## config.mk

```make
export PLATFORM = sky130hd
export DESIGN_NAME = pcfg_regs
export DESIGN_NICKNAME = d
export VERILOG_FILES = /design/src/hw/pcfg_pkg.sv /design/src/hw/pcfg_sub_if.sv /design/src/hw/pcfg_strap_latch.sv /design/src/hw/pcfg_burst_timer.sv /design/src/hw/pcfg_regs.sv
export SDC_FILE = /design/constraint.sdc
export NUM_CORES = 1
export LEC_CHECK = 0
export ABC_AREA = 1
export BUFFER_PORTS_ARGS = -buffer_cell sky130_fd_sc_hd__buf_4
export CAP_MARGIN = 10
export CORE_ASPECT_RATIO = 1.4
export CORE_MARGIN = 2
export CORE_UTILIZATION = 30
export CTS_CLUSTER_DIAMETER = 100
export CTS_CLUSTER_SIZE = 25
export DETAILED_ROUTE_END_ITERATION = 6
export PLACE_DENSITY = 0.55
export SLEW_MARGIN = 5
export SYNTH_ARGS = -nofsm -noshare
export SYNTH_HDL_FRONTEND = slang
export SYNTH_SLANG_ARGS = --single-unit
```

## constraint.sdc

```tcl
create_clock -name clk -period 1.8 [get_ports clk]
set_clock_uncertainty 0.1 [all_clocks]
set_input_delay 0.45 -clock clk [delete_from_list [all_inputs] [get_ports clk]]
set_output_delay 0.45 -clock clk [all_outputs]
set_load 0.01 [all_outputs]
```

## src/hw/pcfg_pkg.sv

```systemverilog
/*
 pcfg_pkg: offsets, field positions, fixed values and reset values of the
 configuration space, plus the burst timer state type.
 assumes: byte-addressed space, each register one aligned 32-bit word.
*/
package pcfg_pkg;
	localparam int ADDR_W = 8;
	localparam int SPACE_BYTES = 256;
	localparam int HDR_BYTES = 64;
	localparam logic [7:0] OFS_IDENT = 8'h00;
	localparam logic [7:0] OFS_CMDSTAT = 8'h04;
	localparam logic [7:0] OFS_CLASS = 8'h08;
	localparam logic [7:0] OFS_HDRLAT = 8'h0C;
	localparam logic [7:0] OFS_MEMBASE = 8'h10;
	localparam logic [7:0] OFS_SUBSYS = 8'h2C;
	localparam logic [7:0] OFS_LATINT = 8'h3C;
	localparam int ST_PERR = 31;
	localparam int ST_MABORT = 29;
	localparam int ST_TABORT_RX = 28;
	localparam int ST_TABORT_TX = 27;
	localparam int DEVSEL_HI = 26;
	localparam int DEVSEL_LO = 25;
	localparam logic [1:0] DEVSEL_FAST = 2'h0;
	localparam int CMD_MASTER = 2;
	localparam int CMD_MEM = 1;
	localparam logic [23:0] CLASS_CODE = 24'h04_0000;
	localparam logic [7:0] HDR_TYPE = 8'h00;
	localparam logic [7:0] LAT_RST = 8'h00;
	localparam int LAT_FIXED_BITS = 3;
	localparam int BASE_LSB = 12;
	localparam logic [7:0] MAX_LAT_VAL = 8'h10;
	localparam logic [7:0] MIN_GNT_VAL = 8'h02;
	localparam logic [7:0] INT_PIN_VAL = 8'h01;
	localparam logic [7:0] INT_LINE_RST = 8'h0A;
	localparam int LANE_CMD = 0;
	localparam int LANE_LAT = 1;
	localparam int LANE_INTLINE = 0;
	localparam int LANE_BASE_LO = 1;
	localparam int LANE_BASE_MID = 2;
	localparam int LANE_BASE_HI = 3;
	typedef enum logic [1:0] {
		PCFG_IDLE = 2'h0,
		PCFG_RUN = 2'h1,
		PCFG_COUNT = 2'h3,
		PCFG_STOP = 2'h2
	} pcfg_tmr_t;
endpackage : pcfg_pkg

```

## src/hw/pcfg_sub_if.sv

```systemverilog
/*
 pcfg_sub_if: signals between the register bank and its two helpers,
 the burst limit timer and the subsystem strap latch.
 assumes: all three modules share one clock.
*/
`timescale 1ns/1ps
interface pcfg_sub_if;
	logic [7:0] lat_timer;
	logic burst_active;
	logic gnt;
	logic burst_stop;
	logic [31:0] strap_word;
	logic strap_valid;
	modport owner (output lat_timer, output burst_active, output gnt,
		input burst_stop, input strap_word, input strap_valid);
	modport timer (input lat_timer, input burst_active, input gnt, output burst_stop);
	modport strap (output strap_word, output strap_valid);
endinterface : pcfg_sub_if

```

## src/hw/pcfg_strap_latch.sv

```systemverilog
/*
 pcfg_strap_latch: catches the 32 subsystem identity straps at the first
 edge after the bus reset is released.
 assumes: the board holds the straps steady for some clocks after release.
*/
`timescale 1ns/1ps
module pcfg_strap_latch (
	input wire logic clk,
	input wire logic reset,
	input wire logic [31:0] strap_pins,
	pcfg_sub_if.strap s
);
	import pcfg_pkg::*;

	logic armed_ff;
	logic [31:0] word_ff;
	logic valid_ff;

	// the straps are sampled by the clock after release, never by the reset itself
	always_ff @(posedge clk) begin
		if (reset) begin
			armed_ff <= 1'b1;
			valid_ff <= 1'b0;
			word_ff <= 32'h0000_0000;
		end else if (armed_ff) begin
			armed_ff <= 1'b0;
			valid_ff <= 1'b1;
			word_ff <= strap_pins; // [RULE20]
		end
	end

	assign s.strap_word = word_ff;
	assign s.strap_valid = valid_ff;

	a_strap_capture: assert property (@(posedge clk) disable iff (reset) // [RULE20]
		$past(reset) |-> ##1 (valid_ff && word_ff == $past(strap_pins)))
		else $error("straps not caught after reset release");
endmodule : pcfg_strap_latch

```

## src/hw/pcfg_burst_timer.sv

```systemverilog
/*
 pcfg_burst_timer: once grant is withdrawn during an own burst, counts the
 latency timer down and then asks the bus engine to end the burst.
 assumes: burst_active is high for the whole own burst, gnt is the arbiter grant.
*/
`timescale 1ns/1ps
module pcfg_burst_timer (
	input wire logic clk,
	input wire logic reset,
	pcfg_sub_if.timer t
);
	import pcfg_pkg::*;

	pcfg_tmr_t state_ff;
	pcfg_tmr_t nxt_state;
	logic [7:0] cnt_ff;
	logic stop_ff;

	always_comb begin
		nxt_state = state_ff;
		case (state_ff)
		PCFG_IDLE: if (t.burst_active) nxt_state = PCFG_RUN;
		PCFG_RUN: begin
			if (!t.burst_active) nxt_state = PCFG_IDLE;
			else if (!t.gnt) nxt_state = (t.lat_timer == LAT_RST) ? PCFG_STOP : PCFG_COUNT;
		end
		PCFG_COUNT: begin
			// a grant that comes back does not cancel the countdown
			if (!t.burst_active) nxt_state = PCFG_IDLE;
			else if (cnt_ff == 8'h01) nxt_state = PCFG_STOP; // [RULE17]
		end
		PCFG_STOP: if (!t.burst_active) nxt_state = PCFG_IDLE;
		default: nxt_state = PCFG_IDLE;
		endcase
	end

	always_ff @(posedge clk) begin
		if (reset) state_ff <= PCFG_IDLE;
		else state_ff <= nxt_state;
	end

	always_ff @(posedge clk) begin
		if (reset) cnt_ff <= LAT_RST;
		else if (state_ff == PCFG_RUN) cnt_ff <= t.lat_timer;
		else if (state_ff == PCFG_COUNT) cnt_ff <= cnt_ff - 8'h01;
	end

	always_ff @(posedge clk) begin
		if (reset) stop_ff <= 1'b0;
		else stop_ff <= (nxt_state == PCFG_STOP); // [RULE17]
	end

	assign t.burst_stop = stop_ff;

	a_stop_on_count: assert property (@(posedge clk) disable iff (reset) // [RULE17]
		(state_ff == PCFG_COUNT && cnt_ff == 8'h01 && t.burst_active) |=> stop_ff)
		else $error("burst not ended when latency count ran out");
endmodule : pcfg_burst_timer

```

## src/hw/pcfg_regs.sv

```systemverilog
/*
 pcfg_regs: configuration space of the video bus controller: identity,
 command and read-clear status, class, latency timer, memory window base,
 strapped subsystem identity, interrupt routing. Also produces the master
 permit, the memory window claim and the burst end request.
 assumes: the bus-cycle engine decodes a configuration cycle into a one-cycle
 cfg_req with byte address and byte enables; event inputs are one-cycle pulses;
 everything is synchronous to clk.
*/
// Notes on behaviour
// RULE1 - 256 byte locations, first 64 form header
// RULE2 - undefined locations read back all zeros
// RULE3 - answer configuration cycles only with idsel high
// RULE4 - identity word fixed, writes ignored
// RULE5 - parity error flag sticky, cleared by read
// RULE6 - master abort flag sticky, cleared by read
// RULE7 - target abort received flag, cleared by read
// RULE8 - target abort signalled flag, cleared by read
// RULE9 - device select timing reads as fast
// RULE10 - unsupported command and status bits read zero
// RULE11 - master enable writable, resets zero, gates mastering
// RULE12 - memory enable writable, resets zero, gates claims
// RULE13 - class code fixed at multimedia video
// RULE14 - revision code fixed and read only
// RULE15 - header type and unused bytes read zero
// RULE16 - latency timer writable, low three bits zero
// RULE17 - end burst latency clocks after grant removed
// RULE18 - base address upper bits writable, 4 KB window
// RULE19 - subsystem identity word read only
// RULE20 - straps caught just after reset release
// RULE21 - maximum latency field fixed value
// RULE22 - minimum grant field fixed value
// RULE23 - interrupt pin field shows first interrupt line
// RULE24 - interrupt line scratch byte, resets to ten
// RULE25 - soft hold keeps registers, blocks mastering only
// RULE26 - read returns flag, clears it, new event wins
`timescale 1ns/1ps
module pcfg_regs #(
	parameter logic [15:0] DEVICE_CODE = 16'h0A5C, // value arbitrary
	parameter logic [15:0] VENDOR_CODE = 16'h0F1E, // value arbitrary
	parameter logic [7:0] REVISION_CODE = 8'h01 // value arbitrary
) (
	input wire logic clk,
	input wire logic reset,
	input wire logic cfg_req,
	input wire logic idsel,
	input wire logic cfg_wr,
	input wire logic [pcfg_pkg::ADDR_W-1:0] cfg_addr,
	input wire logic [3:0] cfg_be,
	input wire logic [31:0] cfg_wdata,
	output logic [31:0] cfg_rdata_ff,
	output logic cfg_ack_ff,
	input wire logic ev_parity_err,
	input wire logic ev_master_abort,
	input wire logic ev_target_abort_rx,
	input wire logic ev_target_abort_tx,
	input wire logic soft_hold_bit,
	input wire logic mem_req,
	input wire logic [31:0] mem_addr,
	output logic mem_claim_ff,
	output logic master_permit_ff,
	input wire logic burst_active,
	input wire logic gnt,
	output logic burst_stop_ff,
	input wire logic [31:0] strap_pins
);
	import pcfg_pkg::*;

	logic perr_ff;
	logic mabort_ff;
	logic tabort_rx_ff;
	logic tabort_tx_ff;
	logic master_en_ff;
	logic mem_en_ff;
	logic [7:0] lat_ff;
	logic [31:BASE_LSB] base_ff;
	logic [7:0] int_line_ff;
	logic [7:0] rd_ofs_ff;
	logic rd_seen_ff;
	logic sel;
	logic do_wr;
	logic do_rd;
	logic [7:0] word_ofs;
	logic stat_rd;

	pcfg_sub_if sub ();

	pcfg_strap_latch u_strap (
		.clk(clk),
		.reset(reset),
		.strap_pins(strap_pins),
		.s(sub.strap)
	);

	pcfg_burst_timer u_timer (
		.clk(clk),
		.reset(reset),
		.t(sub.timer)
	);

	assign sub.lat_timer = lat_ff;
	assign sub.burst_active = burst_active;
	assign sub.gnt = gnt;
	assign burst_stop_ff = sub.burst_stop;

	// a configuration cycle counts only with idsel; the low two address bits
	// pick no register, the byte enables select the lanes instead
	assign sel = cfg_req & idsel; // [RULE3]
	assign do_wr = sel & cfg_wr;
	assign do_rd = sel & ~cfg_wr;
	assign word_ofs = {cfg_addr[ADDR_W-1:2], 2'h0}; // [RULE1]
	assign stat_rd = do_rd & (word_ofs == OFS_CMDSTAT);

	function automatic logic lane_wr(input logic [7:0] ofs, input int lane);
		lane_wr = do_wr && (word_ofs == ofs) && cfg_be[lane];
	endfunction : lane_wr

	// set wins over clear so an event landing on the clearing read is kept
	function automatic logic rc_next(input logic flag, input logic ev);
		rc_next = ev | (flag & ~stat_rd); // [RULE26]
	endfunction : rc_next

	function automatic logic [31:0] cfg_word(input logic [7:0] ofs);
		logic [31:0] w;
		w = 32'h0000_0000;
		case (ofs)
		OFS_IDENT: w = {DEVICE_CODE, VENDOR_CODE}; // [RULE4]
		OFS_CMDSTAT: begin
			// all other status and command bits stay zero
			w[ST_PERR] = perr_ff; // [RULE5]
			w[ST_MABORT] = mabort_ff; // [RULE6]
			w[ST_TABORT_RX] = tabort_rx_ff; // [RULE7]
			w[ST_TABORT_TX] = tabort_tx_ff; // [RULE8]
			w[DEVSEL_HI:DEVSEL_LO] = DEVSEL_FAST; // [RULE9] [RULE10]
			w[CMD_MASTER] = master_en_ff; // [RULE11]
			w[CMD_MEM] = mem_en_ff; // [RULE12]
		end
		OFS_CLASS: w = {CLASS_CODE, REVISION_CODE}; // [RULE13] [RULE14]
		OFS_HDRLAT: w = {8'h00, HDR_TYPE, lat_ff, 8'h00}; // [RULE15] [RULE16]
		OFS_MEMBASE: w = {base_ff, {BASE_LSB{1'b0}}}; // [RULE18]
		OFS_SUBSYS: w = sub.strap_word; // [RULE19]
		OFS_LATINT: w = {MAX_LAT_VAL, MIN_GNT_VAL, // [RULE21] [RULE22]
			INT_PIN_VAL, int_line_ff}; // [RULE23] [RULE24]
		default: w = 32'h0000_0000; // [RULE2]
		endcase
		return w;
	endfunction : cfg_word

	// read path: data and acknowledge one clock after the request
	always_ff @(posedge clk) begin
		if (reset) begin
			cfg_rdata_ff <= 32'h0000_0000;
			cfg_ack_ff <= 1'b0;
		end else begin
			cfg_ack_ff <= sel; // [RULE3]
			if (do_rd) cfg_rdata_ff <= cfg_word(word_ofs); // [RULE1] [RULE2]
		end
	end

	// helper record of the last read offset, used by the checks below
	always_ff @(posedge clk) begin
		if (reset) begin
			rd_ofs_ff <= 8'h00;
			rd_seen_ff <= 1'b0;
		end else begin
			rd_seen_ff <= do_rd;
			if (do_rd) rd_ofs_ff <= word_ofs;
		end
	end

	// sticky error flags; soft hold does not touch them
	always_ff @(posedge clk) begin
		if (reset) begin
			perr_ff <= 1'b0;
			mabort_ff <= 1'b0;
			tabort_rx_ff <= 1'b0;
			tabort_tx_ff <= 1'b0;
		end else begin
			perr_ff <= rc_next(perr_ff, ev_parity_err); // [RULE5] [RULE26]
			mabort_ff <= rc_next(mabort_ff, ev_master_abort); // [RULE6]
			tabort_rx_ff <= rc_next(tabort_rx_ff, ev_target_abort_rx); // [RULE7]
			tabort_tx_ff <= rc_next(tabort_tx_ff, ev_target_abort_tx); // [RULE8]
		end
	end

	// command enables, byte lane 0 of the command word
	always_ff @(posedge clk) begin
		if (reset) begin
			master_en_ff <= 1'b0;
			mem_en_ff <= 1'b0;
		end else if (lane_wr(OFS_CMDSTAT, LANE_CMD)) begin
			master_en_ff <= cfg_wdata[CMD_MASTER]; // [RULE11]
			mem_en_ff <= cfg_wdata[CMD_MEM]; // [RULE12]
		end
	end

	// latency timer keeps its low bits at zero so it counts in eights
	always_ff @(posedge clk) begin
		if (reset) lat_ff <= LAT_RST;
		else if (lane_wr(OFS_HDRLAT, LANE_LAT))
			lat_ff <= {cfg_wdata[15:8+LAT_FIXED_BITS], {LAT_FIXED_BITS{1'b0}}}; // [RULE16]
	end

	// memory window base, one writable nibble in lane 1 and full lanes 2 and 3
	always_ff @(posedge clk) begin
		if (reset) base_ff <= '0;
		else begin
			if (lane_wr(OFS_MEMBASE, LANE_BASE_LO))
				base_ff[15:BASE_LSB] <= cfg_wdata[15:BASE_LSB]; // [RULE18]
			if (lane_wr(OFS_MEMBASE, LANE_BASE_MID)) base_ff[23:16] <= cfg_wdata[23:16];
			if (lane_wr(OFS_MEMBASE, LANE_BASE_HI)) base_ff[31:24] <= cfg_wdata[31:24];
		end
	end

	always_ff @(posedge clk) begin
		if (reset) int_line_ff <= INT_LINE_RST;
		else if (lane_wr(OFS_LATINT, LANE_INTLINE)) int_line_ff <= cfg_wdata[7:0]; // [RULE24]
	end

	// memory claims keep working under soft hold; only mastering stops
	always_ff @(posedge clk) begin
		if (reset) mem_claim_ff <= 1'b0;
		else mem_claim_ff <= mem_req & mem_en_ff // [RULE12] [RULE25]
			& (mem_addr[31:BASE_LSB] == base_ff);
	end

	always_ff @(posedge clk) begin
		if (reset) master_permit_ff <= 1'b0;
		else master_permit_ff <= master_en_ff & ~soft_hold_bit; // [RULE11] [RULE25]
	end

	a_ident_fixed: assert property (@(posedge clk) disable iff (reset) // [RULE4]
		(do_rd && word_ofs == OFS_IDENT) |=>
		(cfg_ack_ff && cfg_rdata_ff == {DEVICE_CODE, VENDOR_CODE}))
		else $error("identity word read wrong");

	a_undef_zero: assert property (@(posedge clk) disable iff (reset) // [RULE2]
		(rd_seen_ff && (rd_ofs_ff >= 8'h14) && (rd_ofs_ff <= 8'h28)) |-> cfg_rdata_ff == 32'h0000_0000)
		else $error("undefined location read non-zero");

	a_undef_tail: assert property (@(posedge clk) disable iff (reset) // [RULE2]
		(rd_seen_ff && (rd_ofs_ff >= 8'h30) && (rd_ofs_ff <= 8'h38)) |-> cfg_rdata_ff == 32'h0000_0000)
		else $error("undefined header tail read non-zero");

	a_high_space_zero: assert property (@(posedge clk) disable iff (reset) // [RULE1]
		(rd_seen_ff && (rd_ofs_ff >= 8'(HDR_BYTES))) |-> cfg_rdata_ff == 32'h0000_0000)
		else $error("location above the header read non-zero");

	a_no_idsel: assert property (@(posedge clk) disable iff (reset) // [RULE3]
		(cfg_req && !idsel) |=> !cfg_ack_ff)
		else $error("answered without idsel");

	a_ack_pulse: assert property (@(posedge clk) disable iff (reset) // [RULE3]
		sel |=> cfg_ack_ff)
		else $error("selected access not acknowledged");

	a_ack_only_sel: assert property (@(posedge clk) disable iff (reset) // [RULE3]
		!sel |=> !cfg_ack_ff)
		else $error("acknowledge without a selected access");

	a_rdata_holds: assert property (@(posedge clk) disable iff (reset) // [RULE1]
		!do_rd |=> $stable(cfg_rdata_ff))
		else $error("read data changed without a read");

	a_perr_sets: assert property (@(posedge clk) disable iff (reset) // [RULE5]
		ev_parity_err |=> perr_ff)
		else $error("parity flag not set");

	a_mabort_sets: assert property (@(posedge clk) disable iff (reset) // [RULE6]
		ev_master_abort |=> mabort_ff)
		else $error("master abort flag not set");

	a_tabort_rx_sets: assert property (@(posedge clk) disable iff (reset) // [RULE7]
		ev_target_abort_rx |=> tabort_rx_ff)
		else $error("received target abort flag not set");

	a_tabort_tx_sets: assert property (@(posedge clk) disable iff (reset) // [RULE8]
		ev_target_abort_tx |=> tabort_tx_ff)
		else $error("signalled target abort flag not set");

	a_rc_clear: assert property (@(posedge clk) disable iff (reset) // [RULE26]
		(stat_rd && perr_ff && !ev_parity_err) |=> (!perr_ff && cfg_rdata_ff[ST_PERR]))
		else $error("read-clear flag not returned then cleared");

	a_rc_all_clear: assert property (@(posedge clk) disable iff (reset) // [RULE26]
		(stat_rd && !(ev_parity_err || ev_master_abort || ev_target_abort_rx || ev_target_abort_tx))
		|=> !(perr_ff || mabort_ff || tabort_rx_ff || tabort_tx_ff))
		else $error("status read left a flag set");

	a_tabort_hold: assert property (@(posedge clk) disable iff (reset) // [RULE8]
		(tabort_tx_ff && !stat_rd) |=> tabort_tx_ff)
		else $error("target abort flag dropped without read");

	a_status_fixed: assert property (@(posedge clk) disable iff (reset) // [RULE9] [RULE10]
		(rd_seen_ff && rd_ofs_ff == OFS_CMDSTAT) |->
		(cfg_rdata_ff[26:23] == 4'h0 && cfg_rdata_ff[9:6] == 4'h0 && !cfg_rdata_ff[0]))
		else $error("hardwired status or command bit non-zero");

	a_cmd_en_wr: assert property (@(posedge clk) disable iff (reset) // [RULE11] [RULE12]
		(do_wr && word_ofs == OFS_CMDSTAT && cfg_be[LANE_CMD]) |=>
		(master_en_ff == $past(cfg_wdata[CMD_MASTER]) && mem_en_ff == $past(cfg_wdata[CMD_MEM])))
		else $error("command enables not written");

	a_class_word: assert property (@(posedge clk) disable iff (reset) // [RULE13] [RULE14]
		(do_rd && word_ofs == OFS_CLASS) |=> cfg_rdata_ff == {CLASS_CODE, REVISION_CODE})
		else $error("class word wrong");

	a_hdr_word: assert property (@(posedge clk) disable iff (reset) // [RULE15]
		(do_rd && word_ofs == OFS_HDRLAT) |=>
		(cfg_rdata_ff[31:16] == {8'h00, HDR_TYPE} && cfg_rdata_ff[7:0] == 8'h00))
		else $error("header type or unused byte non-zero");

	a_lat_low_zero: assert property (@(posedge clk) disable iff (reset) // [RULE16]
		lat_ff[LAT_FIXED_BITS-1:0] == '0)
		else $error("latency timer low bits set");

	a_lat_write: assert property (@(posedge clk) disable iff (reset) // [RULE16]
		(do_wr && word_ofs == OFS_HDRLAT && cfg_be[LANE_LAT]) |=>
		lat_ff[7:LAT_FIXED_BITS] == $past(cfg_wdata[15:8+LAT_FIXED_BITS]))
		else $error("latency timer not written");

	a_base_low_zero: assert property (@(posedge clk) disable iff (reset) // [RULE18]
		(do_rd && word_ofs == OFS_MEMBASE) |=> cfg_rdata_ff[BASE_LSB-1:0] == {BASE_LSB{1'b0}})
		else $error("memory base low bits non-zero");

	a_reset_values: assert property (@(posedge clk) // [RULE11] [RULE12] [RULE16] [RULE24]
		reset |=> (!master_en_ff && !mem_en_ff && lat_ff == LAT_RST && base_ff == '0
		&& int_line_ff == INT_LINE_RST))
		else $error("reset value wrong");

	a_int_line_wr: assert property (@(posedge clk) disable iff (reset) // [RULE24]
		(do_wr && word_ofs == OFS_LATINT && cfg_be[LANE_INTLINE]) |=>
		int_line_ff == $past(cfg_wdata[7:0]))
		else $error("interrupt line not written");

	a_claim_gate: assert property (@(posedge clk) disable iff (reset) // [RULE12]
		(mem_req && !mem_en_ff) |=> !mem_claim_ff)
		else $error("memory claimed while disabled");

	a_claim_window: assert property (@(posedge clk) disable iff (reset) // [RULE18]
		(mem_req && mem_en_ff && mem_addr[31:BASE_LSB] == base_ff) |=> mem_claim_ff)
		else $error("window access not claimed");

	a_hold_master: assert property (@(posedge clk) disable iff (reset) // [RULE25]
		(soft_hold_bit || !master_en_ff) |=> !master_permit_ff)
		else $error("mastering allowed under soft hold or disable");

	a_permit_follow: assert property (@(posedge clk) disable iff (reset) // [RULE11]
		(master_en_ff && !soft_hold_bit) |=> master_permit_ff)
		else $error("mastering not allowed while enabled");

	a_latint_word: assert property (@(posedge clk) disable iff (reset) // [RULE21] [RULE22] [RULE23]
		(do_rd && word_ofs == OFS_LATINT) |=>
		cfg_rdata_ff[31:8] == {MAX_LAT_VAL, MIN_GNT_VAL, INT_PIN_VAL})
		else $error("latency and interrupt pin fields wrong");

	a_subsys_ro: assert property (@(posedge clk) disable iff (reset) // [RULE19]
		(do_rd && word_ofs == OFS_SUBSYS) |=> cfg_rdata_ff == sub.strap_word)
		else $error("subsystem word not the strapped value");
endmodule : pcfg_regs

```

# Word-level counts from Yosys, hierarchy flattened
# Cells that the tools add are included.
# totals
register_bits	118
out_inout_bits	36
wordCells	82
# classes
bitwise_logic	18
n_mux	17
reduce_logical	14
n_eq_ne	12
add_sub_neg	1
# op_table
cell	count
$pmux W22 S5	1
$pmux W5 S6	1
$eq A20 B20 Y1	1
$logic_not A8 Y1	2
$mux W8	2
$pmux W2 S4	2
$eq A6 B2 Y1 const B	2
$eq A6 B4 Y1 const B	2
$mux W2	6
$and A1 B1 Y1	11
$logic_and A1 B1 Y1	10
$eq A8 B1 Y1 const B	1
$sub A8 B1 Y8 const B	1
$eq A2 B2 Y1 const B	3
$eq A6 B1 Y1 const B	1
$eq A6 B3 Y1 const B	1
$pmux W1 S3	2
$or A1 B1 Y1	4
$not A1 Y1	3
$eq A2 B1 Y1 const B	1
$logic_not A2 Y1	1
$mux W1	2
$pmux W1 S2	1
$reduce_bool A2 Y1	1

# Logic depth before layout (Yosys ltp)
# logic_depth
word_depth	6
depth_mapped	9
depth_no_buf	9

# Cells and area by module
# A second synthesis with hierarchy kept.
# unflattened
hier_cells	800
area_unflattened_um2	5522.8
# modules_own_cells
module	cells_each	area_per_inst_um2	seq_area_each_um2	instances
pcfg_regs	487	3469.6	1481.4	1
pcfg_strap_latch	207	1372.6	680.7	1
pcfg_burst_timer	106	680.7	220.2	1

# Least setup slack after synthesis
# No wires, ideal clock.
# synth_path
kind	in2reg
startpoint	in cfg_addr[3] (netlist bit)
endpoint	reg base_ff[22] (netlist bit)
path_stages	7
setup_ns	0.119
slack_ns	0.290
arrival_time_ns	1.290
cell_sequence	nor2_1 nand2_4 nor2_8 nand3_2 buf_2 o21ai_1 a21oi_1
# synth_via
elab_chain_len	3
# synth_rtl
element	line_no	source
start: declaration	pcfg_regs.sv:48	input wire logic [pcfg_pkg::ADDR_W-1:0] cfg_addr,
$eq A6 B3 Y1	pcfg_regs.sv:115	lane_wr = do_wr && (word_ofs == ofs) && cfg_be[lane];
$logic_and A1 B1 Y1 (2 in series)	pcfg_regs.sv:115	
end signal: indexed assignment	pcfg_regs.sv:209	base_ff[15:BASE_LSB] <= cfg_wdata[15:BASE_LSB];
end: declaration	pcfg_regs.sv:76	logic [31:BASE_LSB] base_ff;
# Every way passes these cells.
# A chain may end at the register's enable or synchronous reset.

# Final worst setup path
# layout_path
startpoint	reg u_timer.state_ff[0]
endpoint	reg u_timer.state_ff[0]
# layout_via
elab_chain_len	3
word_cells_on_any_way	11
# layout_rtl
element	line_no	source
start: declaration	pcfg_burst_timer.sv:14	pcfg_tmr_t state_ff;
start signal: assignment	pcfg_burst_timer.sv:39	else state_ff <= nxt_state;
$mux W2, on equally long branches	pcfg_burst_timer.sv:30, pcfg_burst_timer.sv:25	
$mux W2, on equally long branches	pcfg_burst_timer.sv:29, pcfg_burst_timer.sv:24	
$pmux W2 S4 (*)	pcfg_burst_timer.sv:21	case (state_ff)
# Every way passes the cells marked *; elsewhere a longest branch is shown, timed or not.

==> results_dict.tcl <==
set metrics [dict create \
    status "finished, final reports clean" \
    post_drt_wl_per_cell_um 14.9 \
    gp_congestion 0.793 \
    insertedDiodeCount 0 \
    vias 5021 \
    yosysWarnings 0 \
    cp_common_cell "inv_1" \
    syn-num-nets 842 \
    grt_use_total 0.186 \
    core_um2 16700 \
    design_area_um2 7220 \
    min_period_over_period 0.824 \
    placed_area_um2 6570 \
    hp-start "soft_hold_bit" \
    drt-vias-per-instance 4.59 \
    nFillCells 1769 \
    seq_area_frac_synth 0.460 \
    routed_wl_um 16300 \
    reg2reg_to "u_timer.state_ff[0]$_SDFF_PP0_" \
    die_x_um 115 \
    insertion_delay_ns 0.42 \
    htree_levels 4 \
    crit_chain "inv_1 -> nor2_2 -> inv_1 -> nor3_1 -> a21boi_1 -> nand2_1 -> nor2_1" \
    hold_viol 0 \
    grt_pass1_vias 5023 \
    syn_area_per_cell_um2 7.14 \
    grt_overflow 0 \
    fp.dieH_um 159 \
    tightest_slew_ns 0.545 \
    syn_to_final_growth_pct 40.6 \
    drt-met1-wl_um 6910 \
    synth_area_um2 5130 \
    wl_met3_um 856 \
    start_util 0.306 \
    antenna_left 0 \
    final_layout_size_suffix_gt1_frac 0.243 \
    synth_seq_cells 118 \
    highest_layer "met4" \
    drt_iter0_drc 145 \
    cts_tree "done" \
    grt_pass1_wl_um 25800 \
    finalMaxSlewViolations 0 \
    antenna_found_initial 0 \
    cts_sinks 118 \
    register_area_um2 2360 \
    path_delay_family "flip-flops" \
    startpoint_type "register" \
    cts_made_buffers 17 \
    async_flop_share 0 \
    ys_top_cells_by_area "dfxtp_1 (46%), nand2_1 (12%), nor2_1 (9.1%), o21ai_0 (7.7%), a21oi_1 (6.1%)" \
    wl_met2_um 8230 \
    ios 157 \
    setup_viol_count_final 0 \
    crit_slowest_cell "dfxtp_1" \
    ys.flop_type "dfxtp_1" \
    postCtsHoldBufs 0 \
    dpl.hpwl_um 11900 \
    required_ns 1.99 \
    synth.top_cell.area_share 0.460 \
    clk_pin_slew_ns 0.06 \
    clk_path_buf_depth 2 \
    synth_cells 719 \
    p_leak_nw 3.22 \
    max-cap-violations 0 \
    setup.worst_path.class "reg2reg" \
    r2r_cells 7 \
    r2r_setup_slack_ns 0.32 \
    synth_cell_type_count 36 \
    endpoint_kind "register" \
    crit-reg2reg-launch "u_timer.state_ff[0]$_SDFF_PP0_" \
    placementRows 56 \
    clockRootBuffer "clkbuf_16" \
    num-nets-final 1002 \
    rsz0062_at_grt "false" \
    min_to "master_permit_ff$_SDFF_PP0_" \
    multi_input_area_um2 2440 \
    fmax_mhz 674 \
    portBuffers 139 \
    p_per_area_nw_per_um2 969 \
    hold_class "in2reg" \
    placed_cells 1063 \
    drtPass1Iterations 4 \
    hold-path-cell-count 2 \
    critPathArrivalTime_ns 1.67 \
    ir_drop_mv 0.572 \
    slew_headroom 0.637 \
    final_cells 1095 \
    synth-edff-count 0 \
    post_cts_buffers 0 \
    cts_resized 0 \
    drc 0 \
    fin_crit_ns 1.48 \
    path_buf_inv 2 \
    yosys.area.top_type "dfxtp_1" \
    slowest_delay_ns 0.48 \
    path_max_fanout 8 \
    grt_max_degree 46 \
    die_area_um2 18200 \
]
cell usage after synthesis, types with 3 or more instances:
library cell	n
nand2_1	167
nor2_1	124
dfxtp_1	118
o21ai_0	79
a21oi_1	63
inv_1	51
nand3_1	29
clkbuf_1	21
xnor2_1	11
xor2_1	7
buf_2	6
o21ai_1	4
a31oi_1	3
nor2_8	3
o22ai_1	3
registers in the layout, indices dropped and copies added (netlist names):
name,count
mem_en_ff,1
cfg_ack_ff,1
u_strap.armed_ff,1
master_en_ff,1
mem_claim_ff,1
u_timer.t.burst_stop,1
lat_ff,5
base_ff,20
perr_ff,1
u_timer.cnt_ff,8
mabort_ff,1
cfg_rdata_ff,32
master_permit_ff,1
tabort_rx_ff,1
int_line_ff,8
tabort_tx_ff,1
u_strap.s.strap_word,32
u_timer.state_ff,2
layout make-up:
cell class                      count  area share
Clock buffer                       19      0.0614
Inverter                           52      0.0270
Timing Repair Buffer              171       0.183
Clock inverter                     13      0.0283
Sequential cell                   118       0.327
Tap cell                          203      0.0352
Multi-Input combinational cell    519       0.338
where the power goes:
group          switching (mW)  internal [mW]  leakage [nW]
Clock                    1.26           2.49         0.317
Sequential             0.0372           2.68         0.961
Combinational           0.270          0.262          1.94
Total                    1.56           5.43          3.22
logic make-up (layout without fill, tap and decap cells):
kind of cell | count (synthesis) | count (layout) | share of synthesized area
compound gates | 159 | 159 | 0.161
buf+inv | 82 | 255 | 0.0651
simple gates | 340 | 340 | 0.278
xor+xnor | 18 | 18 | 0.0307
fa+ha+maj | 2 | 2 | 0.00487
flops | 118 | 118 | 0.460
routing by layer:
metal / global-route usage / vias up
met1: 0.214 / 2256
met5: 0 / -
met2: 0.322 / 103
li1: - / 2641
met4: 0.0687 / 0
met3: 0.0508 / 21
worst max path at each step:
stage / from / endpoint / slack (ns) / cells past startpoint
after global routing: u_timer.state_ff[0]$_SDFF_PP0_ / u_timer.state_ff[0]$_SDFF_PP0_ / 0.18 / 7
after floorplan: cfg_addr[3] / base_ff[22]$_SDFFE_PP0P_ / 0.29 / 7
final: u_timer.state_ff[0]$_SDFF_PP0_ / u_timer.state_ff[0]$_SDFF_PP0_ / 0.32 / 7
after detailed placement: cfg_addr[7] / base_ff[26]$_SDFFE_PP0P_ / -0.03 / 7
after global placement: cfg_addr[3] / base_ff[26]$_SDFFE_PP0P_ / 0.0007 / 7
after CTS: cfg_rdata_ff[25]$_SDFFE_PP0P_ / cfg_rdata_ff[25] / 0.30 / 1
worst reg2reg max path: cells and delay by family, from the launching register on:
family / cells / cell delay (ns)
AO/OA/AOI/OAI: 1 / 0.11
buffers and inverters: 2 / 0.28
flip-flops: 1 / 0.48
AND/OR/NAND/NOR: 4 / 0.39
placed cells by master, fill, tap and decap left out, drive strengths merged, types with 11 or more instances in the layout:
| master | instances |
|---|---|
| a21oi | 63 |
| buf | 171 |
| clkbuf | 19 |
| dfxtp | 118 |
| inv | 51 |
| nand2 | 170 |
| nand3 | 31 |
| nor2 | 130 |
| o21ai | 83 |
| xnor2 | 11 |
stage by stage:
step                worst slack (ns)  total power [mW]  TNS [ns]  utilization  hold slack [ns]
finish                         0.317              6.99         0        0.431           0.0938
CTS                            0.301              7.08         0        0.431           0.0719
floorplan                      0.290              2.99         0            -            0.325
global placement            0.000700              3.30         0        0.392            0.336
global route                   0.185              7.25         0        0.431           0.0788
detailed placement           -0.0298              3.31   -0.0541        0.392            0.341
Power figures use the tool's default switching activity.
